## src/verilog/irq_enable_defs.svh

```systemverilog
// register map, field masks and reset values of the enable bank
`ifndef IRQ_ENABLE_DEFS_SVH
`define IRQ_ENABLE_DEFS_SVH

// ==========================================================
// byte addresses
`define IEB_EN0_ADDR 32'h0000_0000
`define IEB_EN1_ADDR 32'h0000_0004
`define IEB_FL0_ADDR 32'h0000_0008
`define IEB_FL1_ADDR 32'h0000_000C

// ==========================================================
// implemented bits and reset values
`define IEB_IMPL0 16'h7FFF
`define IEB_IMPL1 16'hFFFB
`define IEB_EN_RST 16'h0000
`define IEB_FL_RST 16'h0000

// ==========================================================
// bus answers
`define IEB_RESP_OKAY 2'h0
`define IEB_RESP_SLVERR 2'h2
`define IEB_RDATA_RST 32'h0000_0000

`endif

```

## src/verilog/irq_enable_pkg.sv

```systemverilog
// types shared by the interrupt enable bank
package irq_enable_pkg;

	// ==========================================================
	// bank 0 layout, bit 15 first
	typedef struct packed {
		logic rsvd15;
		logic dma_ch1_done_en;
		logic adc_unit1_done_en;
		logic uart_one_tx_en;
		logic uart_one_rx_en;
		logic spi_one_event_en;
		logic spi_one_error_en;
		logic timer_three_en;
		logic timer_two_en;
		logic out_compare_two_en;
		logic in_capture_two_en;
		logic dma_ch0_done_en;
		logic timer_one_en;
		logic out_compare_one_en;
		logic in_capture_one_en;
		logic ext_pin0_irq_en;
	} bank0_t;

	// ==========================================================
	// bank 1 layout, bit 15 first
	typedef struct packed {
		logic uart_two_tx_en;
		logic uart_two_rx_en;
		logic ext_pin2_irq_en;
		logic timer_five_en;
		logic timer_four_en;
		logic out_compare_four_en;
		logic out_compare_three_en;
		logic dma_ch2_done_en;
		logic in_capture_eight_en;
		logic in_capture_seven_en;
		logic adc_unit2_done_en;
		logic ext_pin1_irq_en;
		logic pin_change_notify_en;
		logic rsvd2;
		logic i2c_one_master_en;
		logic i2c_one_slave_en;
	} bank1_t;

	// ==========================================================
	// held write request
	typedef struct packed {
		logic [31:0] addr;
		logic [31:0] data;
		logic [3:0] strb;
	} wr_req_t;

endpackage : irq_enable_pkg

```

## src/verilog/interrupt_enable_bank_lower.sv

```systemverilog
// interrupt enable banks 0 and 1 with pending flags, AXI4-Lite slave
//
// The implementer's own choices: the register offsets and the AXI4-Lite slave port.
`timescale 1ns/1ps
`include "irq_enable_defs.svh"

// Functional notes
// enable bit 1 passes its source request, 0 blocks it
// all implemented enable bits read/write, zero after reset
// bank0 bit 15 and bank1 bit 2 read zero, ignore writes
// bank0 bit 14 DMA channel 1 done, bit 13 ADC1 done
// bank0 bit 12 UART1 transmit, bit 11 UART1 receive
// bank0 bit 10 SPI1 event, bit 9 SPI1 error
// bank0 bit 8 Timer3, bit 7 Timer2
// bank0 bit 6 output compare 2, bit 5 input capture 2
// bank0 bit 4 DMA channel 0 done, bit 3 Timer1
// bank0 bits 2,1,0: output compare 1, input capture 1, pin 0
// bank1 bits 15,14: UART2 transmit and UART2 receive
// bank1 bits 13,12,11: external pin 2, Timer5, Timer4
// bank1 bits 10,9,8: output compare 4, 3, DMA channel 2
// bank1 bit 7 input capture 8, bit 6 input capture 7
// bank1 bit 5 ADC2 done, bit 4 external pin 1
// bank1 bit 3 change notify, bit 1 I2C1 master, bit 0 slave
// each source has a sticky flag set by its request
// request out is flag AND enable; enable never clears flag
// enable write acts at completing edge, output next cycle
module interrupt_enable_bank_lower
	import irq_enable_pkg::*;
(
	input wire logic aclk,
	input wire logic aresetn,
	input wire logic [31:0] awaddr,
	input wire logic [2:0] awprot,
	input wire logic awvalid,
	output logic awready,
	input wire logic [31:0] wdata,
	input wire logic [3:0] wstrb,
	input wire logic wvalid,
	output logic wready,
	output logic [1:0] bresp,
	output logic bvalid,
	input wire logic bready,
	input wire logic [31:0] araddr,
	input wire logic [2:0] arprot,
	input wire logic arvalid,
	output logic arready,
	output logic [31:0] rdata,
	output logic [1:0] rresp,
	output logic rvalid,
	input wire logic rready,
	input wire logic [15:0] src_req0,
	input wire logic [15:0] src_req1,
	output bank0_t gated_req0,
	output bank1_t gated_req1,
	output logic irq
);

	// ==========================================================
	// state
	bank0_t en0_q;
	bank0_t en0_d;
	bank1_t en1_q;
	bank1_t en1_d;
	bank0_t flag0_q;
	bank0_t flag0_d;
	bank1_t flag1_q;
	bank1_t flag1_d;
	wr_req_t wreq_q;
	logic aw_full_q;
	logic w_full_q;
	logic bvalid_q;
	logic [1:0] bresp_q;
	logic rvalid_q;
	logic [1:0] rresp_q;
	logic [31:0] rdata_q;

	// ==========================================================
	// write path decode
	wire aw_take = awvalid && awready;
	wire w_take = wvalid && wready;
	wire wr_fire = aw_full_q && w_full_q && !bvalid_q;
	wire sel_en0 = wreq_q.addr == `IEB_EN0_ADDR;
	wire sel_en1 = wreq_q.addr == `IEB_EN1_ADDR;
	wire sel_fl0 = wreq_q.addr == `IEB_FL0_ADDR;
	wire sel_fl1 = wreq_q.addr == `IEB_FL1_ADDR;
	wire wr_hit = sel_en0 || sel_en1 || sel_fl0 || sel_fl1;
	wire [15:0] bmask = {{8{wreq_q.strb[1]}}, {8{wreq_q.strb[0]}}};
	wire [15:0] wval = wreq_q.data[15:0];
	wire [15:0] merge0 = (en0_q & ~bmask) | (wval & bmask);
	wire [15:0] merge1 = (en1_q & ~bmask) | (wval & bmask);
	wire [15:0] clr0 = (wr_fire && sel_fl0) ? (wval & bmask) : 16'h0000;
	wire [15:0] clr1 = (wr_fire && sel_fl1) ? (wval & bmask) : 16'h0000;

	// ==========================================================
	// read path decode
	wire ar_take = arvalid && arready;
	wire rsel_en0 = araddr == `IEB_EN0_ADDR;
	wire rsel_en1 = araddr == `IEB_EN1_ADDR;
	wire rsel_fl0 = araddr == `IEB_FL0_ADDR;
	wire rsel_fl1 = araddr == `IEB_FL1_ADDR;
	wire rd_hit = rsel_en0 || rsel_en1 || rsel_fl0 || rsel_fl1;
	wire [15:0] rd_val = rsel_en0 ? en0_q :
		rsel_en1 ? en1_q :
		rsel_fl0 ? flag0_q :
		rsel_fl1 ? flag1_q : 16'h0000;

	// ==========================================================
	// next values of enables and flags
	// masking by the implemented set keeps reserved bits at zero
	assign en0_d = (wr_fire && sel_en0) ?
		bank0_t'(merge0 & `IEB_IMPL0) : en0_q;
	assign en1_d = (wr_fire && sel_en1) ?
		bank1_t'(merge1 & `IEB_IMPL1) : en1_q;
	// a request in the clearing cycle wins over the clear
	assign flag0_d = bank0_t'(((flag0_q & ~clr0) | src_req0)
		& `IEB_IMPL0);
	assign flag1_d = bank1_t'(((flag1_q & ~clr1) | src_req1)
		& `IEB_IMPL1);

	// ==========================================================
	// bus handshakes
	assign awready = !aw_full_q;
	assign wready = !w_full_q;
	assign bvalid = bvalid_q;
	assign bresp = bresp_q;
	assign arready = !rvalid_q;
	assign rvalid = rvalid_q;
	assign rresp = rresp_q;
	assign rdata = rdata_q;

	// ==========================================================
	// register bank
	always_ff @(posedge aclk) begin
		if (!aresetn) begin
			en0_q <= bank0_t'(`IEB_EN_RST);
			en1_q <= bank1_t'(`IEB_EN_RST);
			flag0_q <= bank0_t'(`IEB_FL_RST);
			flag1_q <= bank1_t'(`IEB_FL_RST);
		end else begin
			en0_q <= en0_d;
			en1_q <= en1_d;
			flag0_q <= flag0_d;
			flag1_q <= flag1_d;
		end
	end

	// ==========================================================
	// write channel holding
	always_ff @(posedge aclk) begin
		if (!aresetn) begin
			aw_full_q <= 1'b0;
			w_full_q <= 1'b0;
			wreq_q <= '0;
		end else begin
			if (aw_take) begin
				aw_full_q <= 1'b1;
				wreq_q.addr <= awaddr;
			end else if (wr_fire) begin
				aw_full_q <= 1'b0;
			end
			if (w_take) begin
				w_full_q <= 1'b1;
				wreq_q.data <= wdata;
				wreq_q.strb <= wstrb;
			end else if (wr_fire) begin
				w_full_q <= 1'b0;
			end
		end
	end

	// ==========================================================
	// write response
	always_ff @(posedge aclk) begin
		if (!aresetn) begin
			bvalid_q <= 1'b0;
			bresp_q <= `IEB_RESP_OKAY;
		end else if (wr_fire) begin
			bvalid_q <= 1'b1;
			bresp_q <= wr_hit ? `IEB_RESP_OKAY : `IEB_RESP_SLVERR;
		end else if (bready) begin
			bvalid_q <= 1'b0;
		end
	end

	// ==========================================================
	// read response
	// unmapped reads answer zero with a slave error
	always_ff @(posedge aclk) begin
		if (!aresetn) begin
			rvalid_q <= 1'b0;
			rresp_q <= `IEB_RESP_OKAY;
			rdata_q <= `IEB_RDATA_RST;
		end else if (ar_take) begin
			rvalid_q <= 1'b1;
			rresp_q <= rd_hit ? `IEB_RESP_OKAY : `IEB_RESP_SLVERR;
			rdata_q <= {16'h0000, rd_val};
		end else if (rready) begin
			rvalid_q <= 1'b0;
		end
	end

	// ==========================================================
	// bank 0 gating, one source per bit
	assign gated_req0.rsvd15 = 1'b0;
	assign gated_req0.dma_ch1_done_en =
		flag0_q.dma_ch1_done_en & en0_q.dma_ch1_done_en;
	assign gated_req0.adc_unit1_done_en =
		flag0_q.adc_unit1_done_en & en0_q.adc_unit1_done_en;
	assign gated_req0.uart_one_tx_en =
		flag0_q.uart_one_tx_en & en0_q.uart_one_tx_en;
	assign gated_req0.uart_one_rx_en =
		flag0_q.uart_one_rx_en & en0_q.uart_one_rx_en;
	assign gated_req0.spi_one_event_en =
		flag0_q.spi_one_event_en & en0_q.spi_one_event_en;
	assign gated_req0.spi_one_error_en =
		flag0_q.spi_one_error_en & en0_q.spi_one_error_en;
	assign gated_req0.timer_three_en =
		flag0_q.timer_three_en & en0_q.timer_three_en;
	assign gated_req0.timer_two_en =
		flag0_q.timer_two_en & en0_q.timer_two_en;
	assign gated_req0.out_compare_two_en =
		flag0_q.out_compare_two_en & en0_q.out_compare_two_en;
	assign gated_req0.in_capture_two_en =
		flag0_q.in_capture_two_en & en0_q.in_capture_two_en;
	assign gated_req0.dma_ch0_done_en =
		flag0_q.dma_ch0_done_en & en0_q.dma_ch0_done_en;
	assign gated_req0.timer_one_en =
		flag0_q.timer_one_en & en0_q.timer_one_en;
	assign gated_req0.out_compare_one_en =
		flag0_q.out_compare_one_en & en0_q.out_compare_one_en;
	assign gated_req0.in_capture_one_en =
		flag0_q.in_capture_one_en & en0_q.in_capture_one_en;
	assign gated_req0.ext_pin0_irq_en =
		flag0_q.ext_pin0_irq_en & en0_q.ext_pin0_irq_en;

	// ==========================================================
	// bank 1 gating, one source per bit
	assign gated_req1.uart_two_tx_en =
		flag1_q.uart_two_tx_en & en1_q.uart_two_tx_en;
	assign gated_req1.uart_two_rx_en =
		flag1_q.uart_two_rx_en & en1_q.uart_two_rx_en;
	assign gated_req1.ext_pin2_irq_en =
		flag1_q.ext_pin2_irq_en & en1_q.ext_pin2_irq_en;
	assign gated_req1.timer_five_en =
		flag1_q.timer_five_en & en1_q.timer_five_en;
	assign gated_req1.timer_four_en =
		flag1_q.timer_four_en & en1_q.timer_four_en;
	assign gated_req1.out_compare_four_en =
		flag1_q.out_compare_four_en & en1_q.out_compare_four_en;
	assign gated_req1.out_compare_three_en =
		flag1_q.out_compare_three_en &
		en1_q.out_compare_three_en;
	assign gated_req1.dma_ch2_done_en =
		flag1_q.dma_ch2_done_en & en1_q.dma_ch2_done_en;
	assign gated_req1.in_capture_eight_en =
		flag1_q.in_capture_eight_en & en1_q.in_capture_eight_en;
	assign gated_req1.in_capture_seven_en =
		flag1_q.in_capture_seven_en & en1_q.in_capture_seven_en;
	assign gated_req1.adc_unit2_done_en =
		flag1_q.adc_unit2_done_en & en1_q.adc_unit2_done_en;
	assign gated_req1.ext_pin1_irq_en =
		flag1_q.ext_pin1_irq_en & en1_q.ext_pin1_irq_en;
	assign gated_req1.pin_change_notify_en =
		flag1_q.pin_change_notify_en &
		en1_q.pin_change_notify_en;
	assign gated_req1.rsvd2 = 1'b0;
	assign gated_req1.i2c_one_master_en =
		flag1_q.i2c_one_master_en & en1_q.i2c_one_master_en;
	assign gated_req1.i2c_one_slave_en =
		flag1_q.i2c_one_slave_en & en1_q.i2c_one_slave_en;

	// one level line for the whole bank
	assign irq = |{gated_req0, gated_req1};
endmodule : interrupt_enable_bank_lower

```

## config.mk

```make
export PLATFORM = sky130hd
export DESIGN_NAME = interrupt_enable_bank_lower
export DESIGN_NICKNAME = d
export VERILOG_FILES = /design/src/verilog/irq_enable_pkg.sv /design/src/verilog/interrupt_enable_bank_lower.sv
export VERILOG_INCLUDE_DIRS = /design/src /design/src/verilog
export SDC_FILE = /design/constraint.sdc
export NUM_CORES = 1
export LEC_CHECK = 0
export BUFFER_PORTS_ARGS = -buffer_cell sky130_fd_sc_hd__clkbuf_2
export CAP_MARGIN = 10
export CORE_ASPECT_RATIO = 1.5
export CORE_MARGIN = 10
export CORE_UTILIZATION = 40
export DETAILED_ROUTE_END_ITERATION = 12
export PLACE_DENSITY = 0.64
export SETUP_SLACK_MARGIN = 0.02
export SYNTH_ARGS = -nofsm -noshare
export SYNTH_HDL_FRONTEND = slang
export SYNTH_SLANG_ARGS = --single-unit
```

## constraint.sdc

```tcl
create_clock -name aclk -period 2.8 [get_ports aclk]
set_input_delay 0.42 -clock aclk [delete_from_list [all_inputs] [get_ports aclk]]
set_output_delay 0.42 -clock aclk [all_outputs]
set_load 0.01 [all_outputs]
```

==> metrics, run 1 <==
final WL 17300 µm; DR pass1 iterations 4; CP Max Fanout 3; CTS Root Buffer Type clkbuf_16; number of global-route vias before repair 5220; Starting Density 41.0%; Non-Filler Instances 1028; WS Path Type reg2out; Slew @ Worst Pin 817 ps; Post-Place Cell Area 0.00680 mm²; warnings from Yosys 0; DRC Markers 0; power per cell area 631 mW/mm²; worst path arrival time 2510 ps; ys flop type dfxtp_1; growth of design area from synthesis to finish 29.3%; FF-to-FF path depth 5; Synth area leader dfxtp_1; per-cell routed wire length 16.8 µm; CTS tree done; GP Congestion 0.753; ranking of synthesized cells by area dfxtp_1, nand2_1, mux2i_1; die span in y 167 µm; RSZ-0062 raised after global routing true; share of the synthesized area in the top cell type 45.8%; Pleak 3.28 nW; clock sinks 132; dpl hpwl 13200 µm; layout cells sized above 1 32.2%; Post-Place Cells 996; Clock Tree Buf Depth 2; largest net degree at the start of global routing 51; CORE AREA 0.0141 mm²; setup TNS -128 ps; clock insertion delay at the later pin of the skew report 410 ps; hold buffers post-CTS 0; cells after synthesis 647; ANT cells 0; Initial DRC Count 285; post-route ant nets 0; Worst-path clk slew 60 ps; sequential fraction of the synthesis area 45.8%; Max-slew headroom 45.4%; clk_skew 11.4 ps; number of max-cap violations 0; outcome complete, but fails checks; WP data required 2380 ps; FFs w/ async S/R, synth 0%; fillers 1397; syn avg cell area 8.91 µm²; first-pass GRT wire length 27500 µm; # rows 53; Netlist Area Pre-Place 0.00576 mm²; Final Hold Fails 0; cell depth of the worst hold path 3; Max IR drop VDD 351 µV; library cells used by synthesis 41; final worst slack -128 ps; Die X 118 µm; Die ar. 0.0197 mm²; grt ovf 0; Ports 219; Pins Over Slew Limit 0; NumNets Final 969; CP endpoint kind output pin; min cycle time layout 2930 ps; fin crit share 105%; initial antenna violation count 0; fmax 341 MHz; Worst Hold Class in2reg; Post-synth EDFFs 0; # setup viols final 1; failing checks negative setup slack; synthesis-stage register bit count 132; CP Launch Type flop; vias 5058; drt via density 4.92; clock buffer count from CTS 17; total power 4.70 mW; Total GRT Usage 17.4%; buffers added on ports 172; H-tree depth 4; final instance area 0.00745 mm²
==> critical path, stage by stage, from the launching register on <==
cell and delay, ps:
dfxtp_2 320, and2_4 150, or4_1 520, or4_1 410, or4_4 560, buf_8 140
==> layer usage <==
metal	part of all wire, %	up-vias	track usage, %
li1	-	2552	-
met1	42	2349	19.6
met2	51	138	29.9
met3	5.8	19	5.58
met4	1.8	0	6.31
met5	0	-	0
==> cell families (layout without fill, tap and decap cells) <==
kind of cell	Yosys count	in the layout	synth area share, %
compound gates	130	130	12.9
buf+inv	89	259	7.14
flops	132	132	45.8
mux	46	46	11.1
other cells	1	20	0.0651
simple gates	249	249	22.9
==> through the flow <==
stage / setup WS, ps / util [%] / hold WS [ps]
3_5_place_dp: 196 / 48.4 / 449
4_1_cts: -156 / 53.0 / 213
3_3_place_gp: 180 / 48.4 / 445
6_report: -128 / 53.0 / 226
5_1_grt: -171 / 53.0 / 222
2_1_floorplan: 478 / - / 436
==> layout make-up <==
| type | count | area (µm²) | share of cell area, % |
|---|---|---|---|
| Sequential cell | 132 | 2650 | 35.5 |
| Timing Repair Buffer | 191 | 1010 | 13.6 |
| Clock buffer | 19 | 453 | 6.08 |
| Multi-Input combinational cell | 445 | 2810 | 37.7 |
| Clock inverter | 12 | 154 | 2.07 |
| Tap cell | 192 | 240 | 3.22 |
| Inverter | 37 | 139 | 1.86 |
==> Yosys cell counts (2+ instances only) <==
library cell	number
a21oi_1	54
clkbuf_1	24
and2_1	28
nor2_1	8
mux4_2	13
or2_1	3
or3b_2	2
and2_4	3
or2_2	2
nand2_1	151
nor3_1	2
o21ai_0	30
nand3_1	2
nor4_1	10
nor4_2	8
a31oi_1	30
nor2b_1	2
dfxtp_1	132
mux2i_1	32
buf_1	6
buf_4	20
or4_1	9
buf_2	2
inv_1	36
nand2b_1	3
a22o_1	13
nand4_1	2
nand3b_1	4
nor4_4	4
==> final timing paths <==
path	from	end	slack [ps]
setup / recovery	flag1_q[14]	irq	-130
hold / removal	awaddr[18]	wreq_q[54]	230
setup reg to reg	wreq_q[56]	flop	720
hold reg to reg	wreq_q[49]	wreq_q[49]	460
==> report_power, final <==
part	total [mW]	internal (mW)	leakage [nW]	switching, mW
Combinational	0.409	0.169	1.90	0.240
Clock	2.27	1.44	0.292	0.830
Sequential	2.02	1.96	1.08	0.0595
Total	4.70	3.57	3.28	1.13
==> cells in the final DEF (no fill, tap or decap), types with 13 or more instances in the layout <==
cell type / Yosys / routed
o21ai_0: 30 / 30
a31oi_1: 30 / 30
clkbuf_16: 0 / 17
mux4_2: 13 / 13
inv_1: 36 / 36
nand2_1: 151 / 151
mux2i_1: 32 / 32
dfxtp_1: 132 / 129
buf_4: 20 / 19
and2_1: 28 / 25
a22o_1: 13 / 13
clkbuf_2: 0 / 171
conb_1: 1 / 20
a21oi_1: 54 / 54
==> what timing repair did <==
item | in CTS | in global routing
buffers inserted | 1 | 0
endpoints found under the setup margin | 1 | 1
gates resized for setup | 10 | 2
pin swaps | 3 | 0
Power figures use the tool's default switching activity.
==> run 2: changes to the inputs <==
--- a/config.mk
+++ b/config.mk
@@ -8,7 +8,6 @@
 export LEC_CHECK = 0
 export BUFFER_PORTS_ARGS = -buffer_cell sky130_fd_sc_hd__clkbuf_2
 export CAP_MARGIN = 10
-export CORE_ASPECT_RATIO = 1.5
 export CORE_MARGIN = 10
 export CORE_UTILIZATION = 40
 export DETAILED_ROUTE_END_ITERATION = 12
@@ -17,3 +16,4 @@
 export SYNTH_ARGS = -nofsm -noshare
 export SYNTH_HDL_FRONTEND = slang
 export SYNTH_SLANG_ARGS = --single-unit
+export TNS_END_PERCENT = 30
==> metrics, run 2 (same netlist as run 1, synthesis figures left out) <==
post-route ant nets 0 (unchanged); Total GRT Usage 17.4% (+0.065 points); Ports 219 (unchanged); clock sinks 132 (unchanged); fmax 341 MHz (-0.25%); most common cell after layout, fill and taps aside clkbuf_2; worst path arrival time 2520 ps (about the same); fillers 1317 (-5.7%); Die X 140 µm (+19%); Starting Density 41.2% (+0.21 points); clock insertion delay at the later pin of the skew report 420 ps (about the same); Slew @ Worst Pin 977 ps (+159 ps); RSZ-0062 raised after global routing true; number of global-route vias before repair 5264 (+0.84%); NumNets Final 969 (unchanged); clock buffer count from CTS 17 (unchanged); number of max-cap violations 0 (unchanged); drt via density 5.00 (+1.5%); buffers added on ports 172 (unchanged); vias 5085 (+0.53%); final worst slack -136 ps (-7.34 ps); growth of design area from synthesis to finish 29.4% (about the same); register area 0.00265 mm² (about the same); die span in y 140 µm (-16%); CTS tree done; min cycle time layout 2940 ps (+7.34 ps); Initial DRC Count 222 (-22%); Final Hold Fails 0 (unchanged); outcome complete, but fails checks; CTS Root Buffer Type clkbuf_16; # setup viols final 1 (unchanged); WP data required 2380 ps (about the same); Die ar. 0.0196 mm² (-0.50%); Non-Filler Instances 1018 (-0.97%); CP endpoint kind output pin; power per cell area 640 mW/mm² (+1.5%); grt ovf 0 (unchanged); H-tree depth 4 (unchanged); per-cell routed wire length 17.3 µm (+2.9%); dpl hpwl 13000 µm (-1.1%); failing checks negative setup slack; Max IR drop VDD 427 µV (+22%); fin crit share 105% (+0.26 points); largest net degree at the start of global routing 81 (+59%); Max-slew headroom 34.7% (-11 points); CP Launch Type flop; Clock Tree Buf Depth 2 (unchanged); pre-CTS setup slack 281 ps (+84.6 ps); CORE AREA 0.0140 mm² (-0.50%); Worst Hold Class in2reg; Pleak 3.29 nW (+0.28%); DRC Markers 0 (unchanged); clk_skew 6.14 ps (-5.28 ps); FF-to-FF path depth 5 (unchanged); DR pass1 iterations 4 (unchanged); WS Path Type reg2out; most frequent cells in the layout clkbuf_2, nand2_1, dfxtp_1; CP Max Fanout 2 (-1); Post-Place Cells 982 (-1.4%); # rows 43 (-19%); final WL 17700 µm (+1.9%); Multi-input gate area 0.00281 mm² (+0.18%); initial antenna violation count 2 (+2); first-pass GRT wire length 27400 µm (-0.28%); Pins Over Slew Limit 0 (unchanged); cell depth of the worst hold path 3 (unchanged); Worst-path clk slew 60 ps (about the same); GP Congestion 0.801 (+6.4%); layout cells sized above 1 32.4% (+0.20 points); hold buffers post-CTS 0 (unchanged)
## run 2: layout make-up
| type | count | share of cell area, % |
|---|---|---|
| antenna | 1 | 0.0336 |
| clock buffer | 20 | 5.99 |
| clock inverter | 12 | 2.42 |
| inverter | 37 | 1.86 |
| multi-input combinational | 445 | 37.7 |
| sequential | 132 | 35.5 |
| tap | 180 | 3.02 |
| timing repair buffer | 191 | 13.5 |
## run 2: critical path, stage by stage (launching register included)
cell and delay [ps]:
dfxtp_2 320, and2_4 160, or4_4 520, or4_4 540, or4_1 410, buf_2 160
## run 2: worst paths after layout
path | startpoint | to | slack, ps
worst min-delay path | wdata[10] | wreq_q[14] | 220
worst min register to register | wreq_q[58] | wreq_q[58] | 460
worst max register to register | wreq_q[42] | flop | 890
worst max-delay path | flag1_q[4] | irq | -140
## run 2: timing repair
action                                  CTS  global route
setup buffers                             3             0
endpoints found under the setup margin    1             1
pin swaps                                 4             0
resized for setup                        10             3
## run 2: routing by layer
metal	GRT usage (%)	share of wire (%)	wire length (µm)
met1	20.0	41	7260
met2	29.8	50	8820
met3	6.36	7.8	1380
met4	5.00	1.1	198
met5	0	0	0
## run 2: stage by stage
| step | hold WS (ps) | power (mW) | instance area (µm²) | util [%] | TNS (ps) |
|---|---|---|---|---|---|
| 4_1_cts | 206 | 4.81 | 7450 | 53.3 | -154 |
| 2_1_floorplan | 436 | 2.32 | 5840 | - | 0 |
| 5_1_grt | 214 | 4.96 | 7450 | 53.3 | -192 |
| 3_3_place_gp | 444 | 2.45 | 6780 | 48.4 | 0 |
| 3_5_place_dp | 448 | 2.47 | 6780 | 48.4 | 0 |
| 6_report | 221 | 4.78 | 7460 | 53.3 | -136 |
## run 2: power by group
part,leakage [nW],switching (mW),internal [mW]
registers,1.08,0.0586,1.96
clock network,0.300,0.831,1.51
logic,1.90,0.243,0.169
total,3.29,1.13,3.64
==> run 3: changes to the inputs <==
--- a/config.mk
+++ b/config.mk
@@ -6,12 +6,13 @@
 export SDC_FILE = /design/constraint.sdc
 export NUM_CORES = 1
 export LEC_CHECK = 0
+export ABC_AREA = 1
 export BUFFER_PORTS_ARGS = -buffer_cell sky130_fd_sc_hd__clkbuf_2
 export CAP_MARGIN = 10
 export CORE_MARGIN = 10
 export CORE_UTILIZATION = 40
 export DETAILED_ROUTE_END_ITERATION = 12
-export PLACE_DENSITY = 0.64
+export PLACE_DENSITY = 0.63
 export SETUP_SLACK_MARGIN = 0.02
 export SYNTH_ARGS = -nofsm -noshare
 export SYNTH_HDL_FRONTEND = slang
==> metrics, run 3 <==
Synth Area in Simple Gates 33.7% (+11 points); crit-path max cell delay 500 ps (-40 ps); Switching Power 1.18 mW (+4.1%); Crit-path slowest cell nor4_1; Max IR drop VDD 469 µV (+9.7%); fmax 463 MHz (+36%); # resized after CTS 0 (-10); ys flop type dfxtp_1; per-cell routed wire length 15.1 µm (-13%); min cycle time layout 2160 ps (-778 ps); Pleak 3.95 nW (+20%); warnings from Yosys 0 (unchanged); CTS tree done; ANT cells 0 (-1); layout cells sized above 1 21.4% (-11 points); growth of design area from synthesis to finish 23.7%; vias 6537 (+29%); Starting Density 40.6% (-0.62 points); Synth Area in Adders 0% (unchanged); number of max-cap violations 0 (unchanged); largest net degree at the start of global routing 55 (-32%); Combinational Power Share 9.1% (+0.5 points); Final Hold Fails 0 (unchanged); initial antenna violation count 0 (-2); CP endpoint kind output pin; internal power 3.57 mW (-2.1%); final WL 20300 µm (+15%); library cells used by synthesis 28 (-32%); Die ar. 0.0215 mm² (+9.8%); Post-synth EDFFs 0 (unchanged); # Post-CTS Setup Buffers 0 (-3); kind of cell adding the most delay to the critical path simple AND/OR/NAND/NOR gates; die span in y 147 µm (+4.8%); Bufs and invs on worst path 2 (+1); GP Congestion 0.918 (+15%); worst path arrival time 1740 ps (-780 ps); FFs w/ async S/R, synth 0% (unchanged); mux cell area share after synthesis 0% (-11 points); Pins Over Slew Limit 0 (unchanged); synthesis-stage register bit count 132 (unchanged); WS Path Type reg2out; cell with the most instances after synthesis nand2_1; outcome complete, no violations; CP Launch Type flop; post-synthesis compound-gate area fraction 13.1% (+0.13 points); sequential share of power 43.4% (+1.1 points); sw frac 24.8% (+1.1 points); buffers added on ports 172 (unchanged); Critical Path, Cell by Cell nand2_1 > inv_1 > nor4_1 > nand4_1 > clkbuf_2; Total GRT Usage 18.6% (+1.2 points); Worst Hold Class in2reg; number of global-route vias before repair 6208 (+18%); H-tree depth 4 (unchanged); Synth Area in XOR/XNOR 0% (unchanged); hold buffers post-CTS 0 (unchanged); clock sinks 132 (unchanged); CP Max Fanout 3 (+1); Max-slew headroom 55.0% (+20 points); fillers 1626 (+23%); # setup viols final 0 (-1); # rows 46 (+7.0%); clock insertion delay at the later pin of the skew report 420 ps (about the same); most common cell after layout, fill and taps aside nand2_1; first-pass GRT wire length 32700 µm (+19%); clk_skew 9.26 ps (+3.12 ps); most frequent cells in the layout nand2_1, clkbuf_2, nor2_1; Hold WS 210 ps (-11.1 ps); CTS Root Buffer Type clkbuf_16; fin crit share 77.1% (-28 points); power per cell area 597 mW/mm² (-6.7%); syn avg cell area 6.68 µm² (-25%); cells after synthesis 962 (+49%); most common library cells after synthesis nand2_1, nor2_1, dfxtp_1, a21oi_1, inv_1; RSZ-0062 raised after global routing false; main combinational cell family by area after synthesis simple AND/OR/NAND/NOR gates; Die X 147 µm (+4.8%); Slew @ Worst Pin 674 ps (-303 ps); DRC Markers 0 (unchanged); sequential fraction of the synthesis area 41.1% (-4.7 points); Clock Tree Buf Depth 2 (unchanged); setup TNS 0 ps (+136 ps); dpl hpwl 15300 µm (+17%); CORE AREA 0.0158 mm² (+13%); Initial DRC Count 447 (+100%); WP data required 2380 ps (about the same); share of the synthesized area in the top cell type 41.1% (-4.7 points); NumNets Final 1262 (+30%); Synth area leader dfxtp_1; drt via density 4.86 (-2.8%); Clock power frac 47.5% (-1.6 points); Ports 219 (unchanged); ranking of synthesized cells by area dfxtp_1, nand2_1, nor2_1; Worst-path clk slew 60 ps (about the same); grt ovf 0 (unchanged); DR pass1 iterations 7 (+3); Netlist Area Pre-Place 0.00642 mm² (+11%); post-route ant nets 0 (unchanged); clock buffer count from CTS 17 (unchanged)
-- run 3: routing by layer --
layer  global-route usage [%]  vias up  share of wire, %  routed length, µm
met2                     26.7      241                43               8650
met1                     25.3     2889                47               9450
met5                        0        -                 0                  0
met3                     5.96       30               8.4               1690
met4                     7.01        0               2.3                461
li1                         -     3377                 -                  -
-- run 3: cells by family (layout without fill, tap and decap cells) --
family,count (synthesis),in the layout
simple gates,497,497
buf+inv,168,317
compound gates,164,164
flops,132,132
other cells,1,20
-- run 3: power by group through the flow --
stage          sequential, mW  clock, mW  combinational (mW)
6_report                 2.06       2.26               0.433
5_1_grt                  2.07       2.40               0.498
4_1_cts                  2.06       2.30               0.436
3_5_place_dp             2.10          0               0.433
3_3_place_gp             2.09          0               0.427
2_1_floorplan            2.07          0               0.302
-- run 3: cell type report --
cell class | count | area, µm² | share of cell area [%]
inverter | 99 | 372 | 4.68
tap | 216 | 270 | 3.40
sequential | 132 | 2640 | 33.3
clock inverter | 12 | 154 | 1.94
clock buffer | 20 | 447 | 5.62
multi-input combinational | 681 | 3080 | 38.8
timing repair buffer | 186 | 978 | 12.3
-- run 3: metrics by stage --
stage	instance area [µm²]	total power, mW	setup slack (ps)	util, %	std cells
after floorplan	6490	2.37	1280	-	981
after global placement	7350	2.52	816	46.4	1314
after detailed placement	7350	2.53	803	46.4	1314
after CTS	7950	4.79	618	50.2	1346
after global routing	7950	4.97	568	50.2	1346
final	7950	4.75	642	50.2	1346
-- run 3: tightest hold or removal path: stages --
cell,delay (ps)
clkbuf_2,80
a21oi_1,30
nor2_1,60
-- run 3: path summary, 6_finish.rpt --
kind	endpoint	from	cells after the start	slack, ps
min reg2reg	wreq_q[43]	wreq_q[43]	2	450
max	irq	flop	5	640
max reg2reg	flag1_q[4]	wreq_q[56]	8	850
min	flag1_q[14]	src_req1[14]	3	210
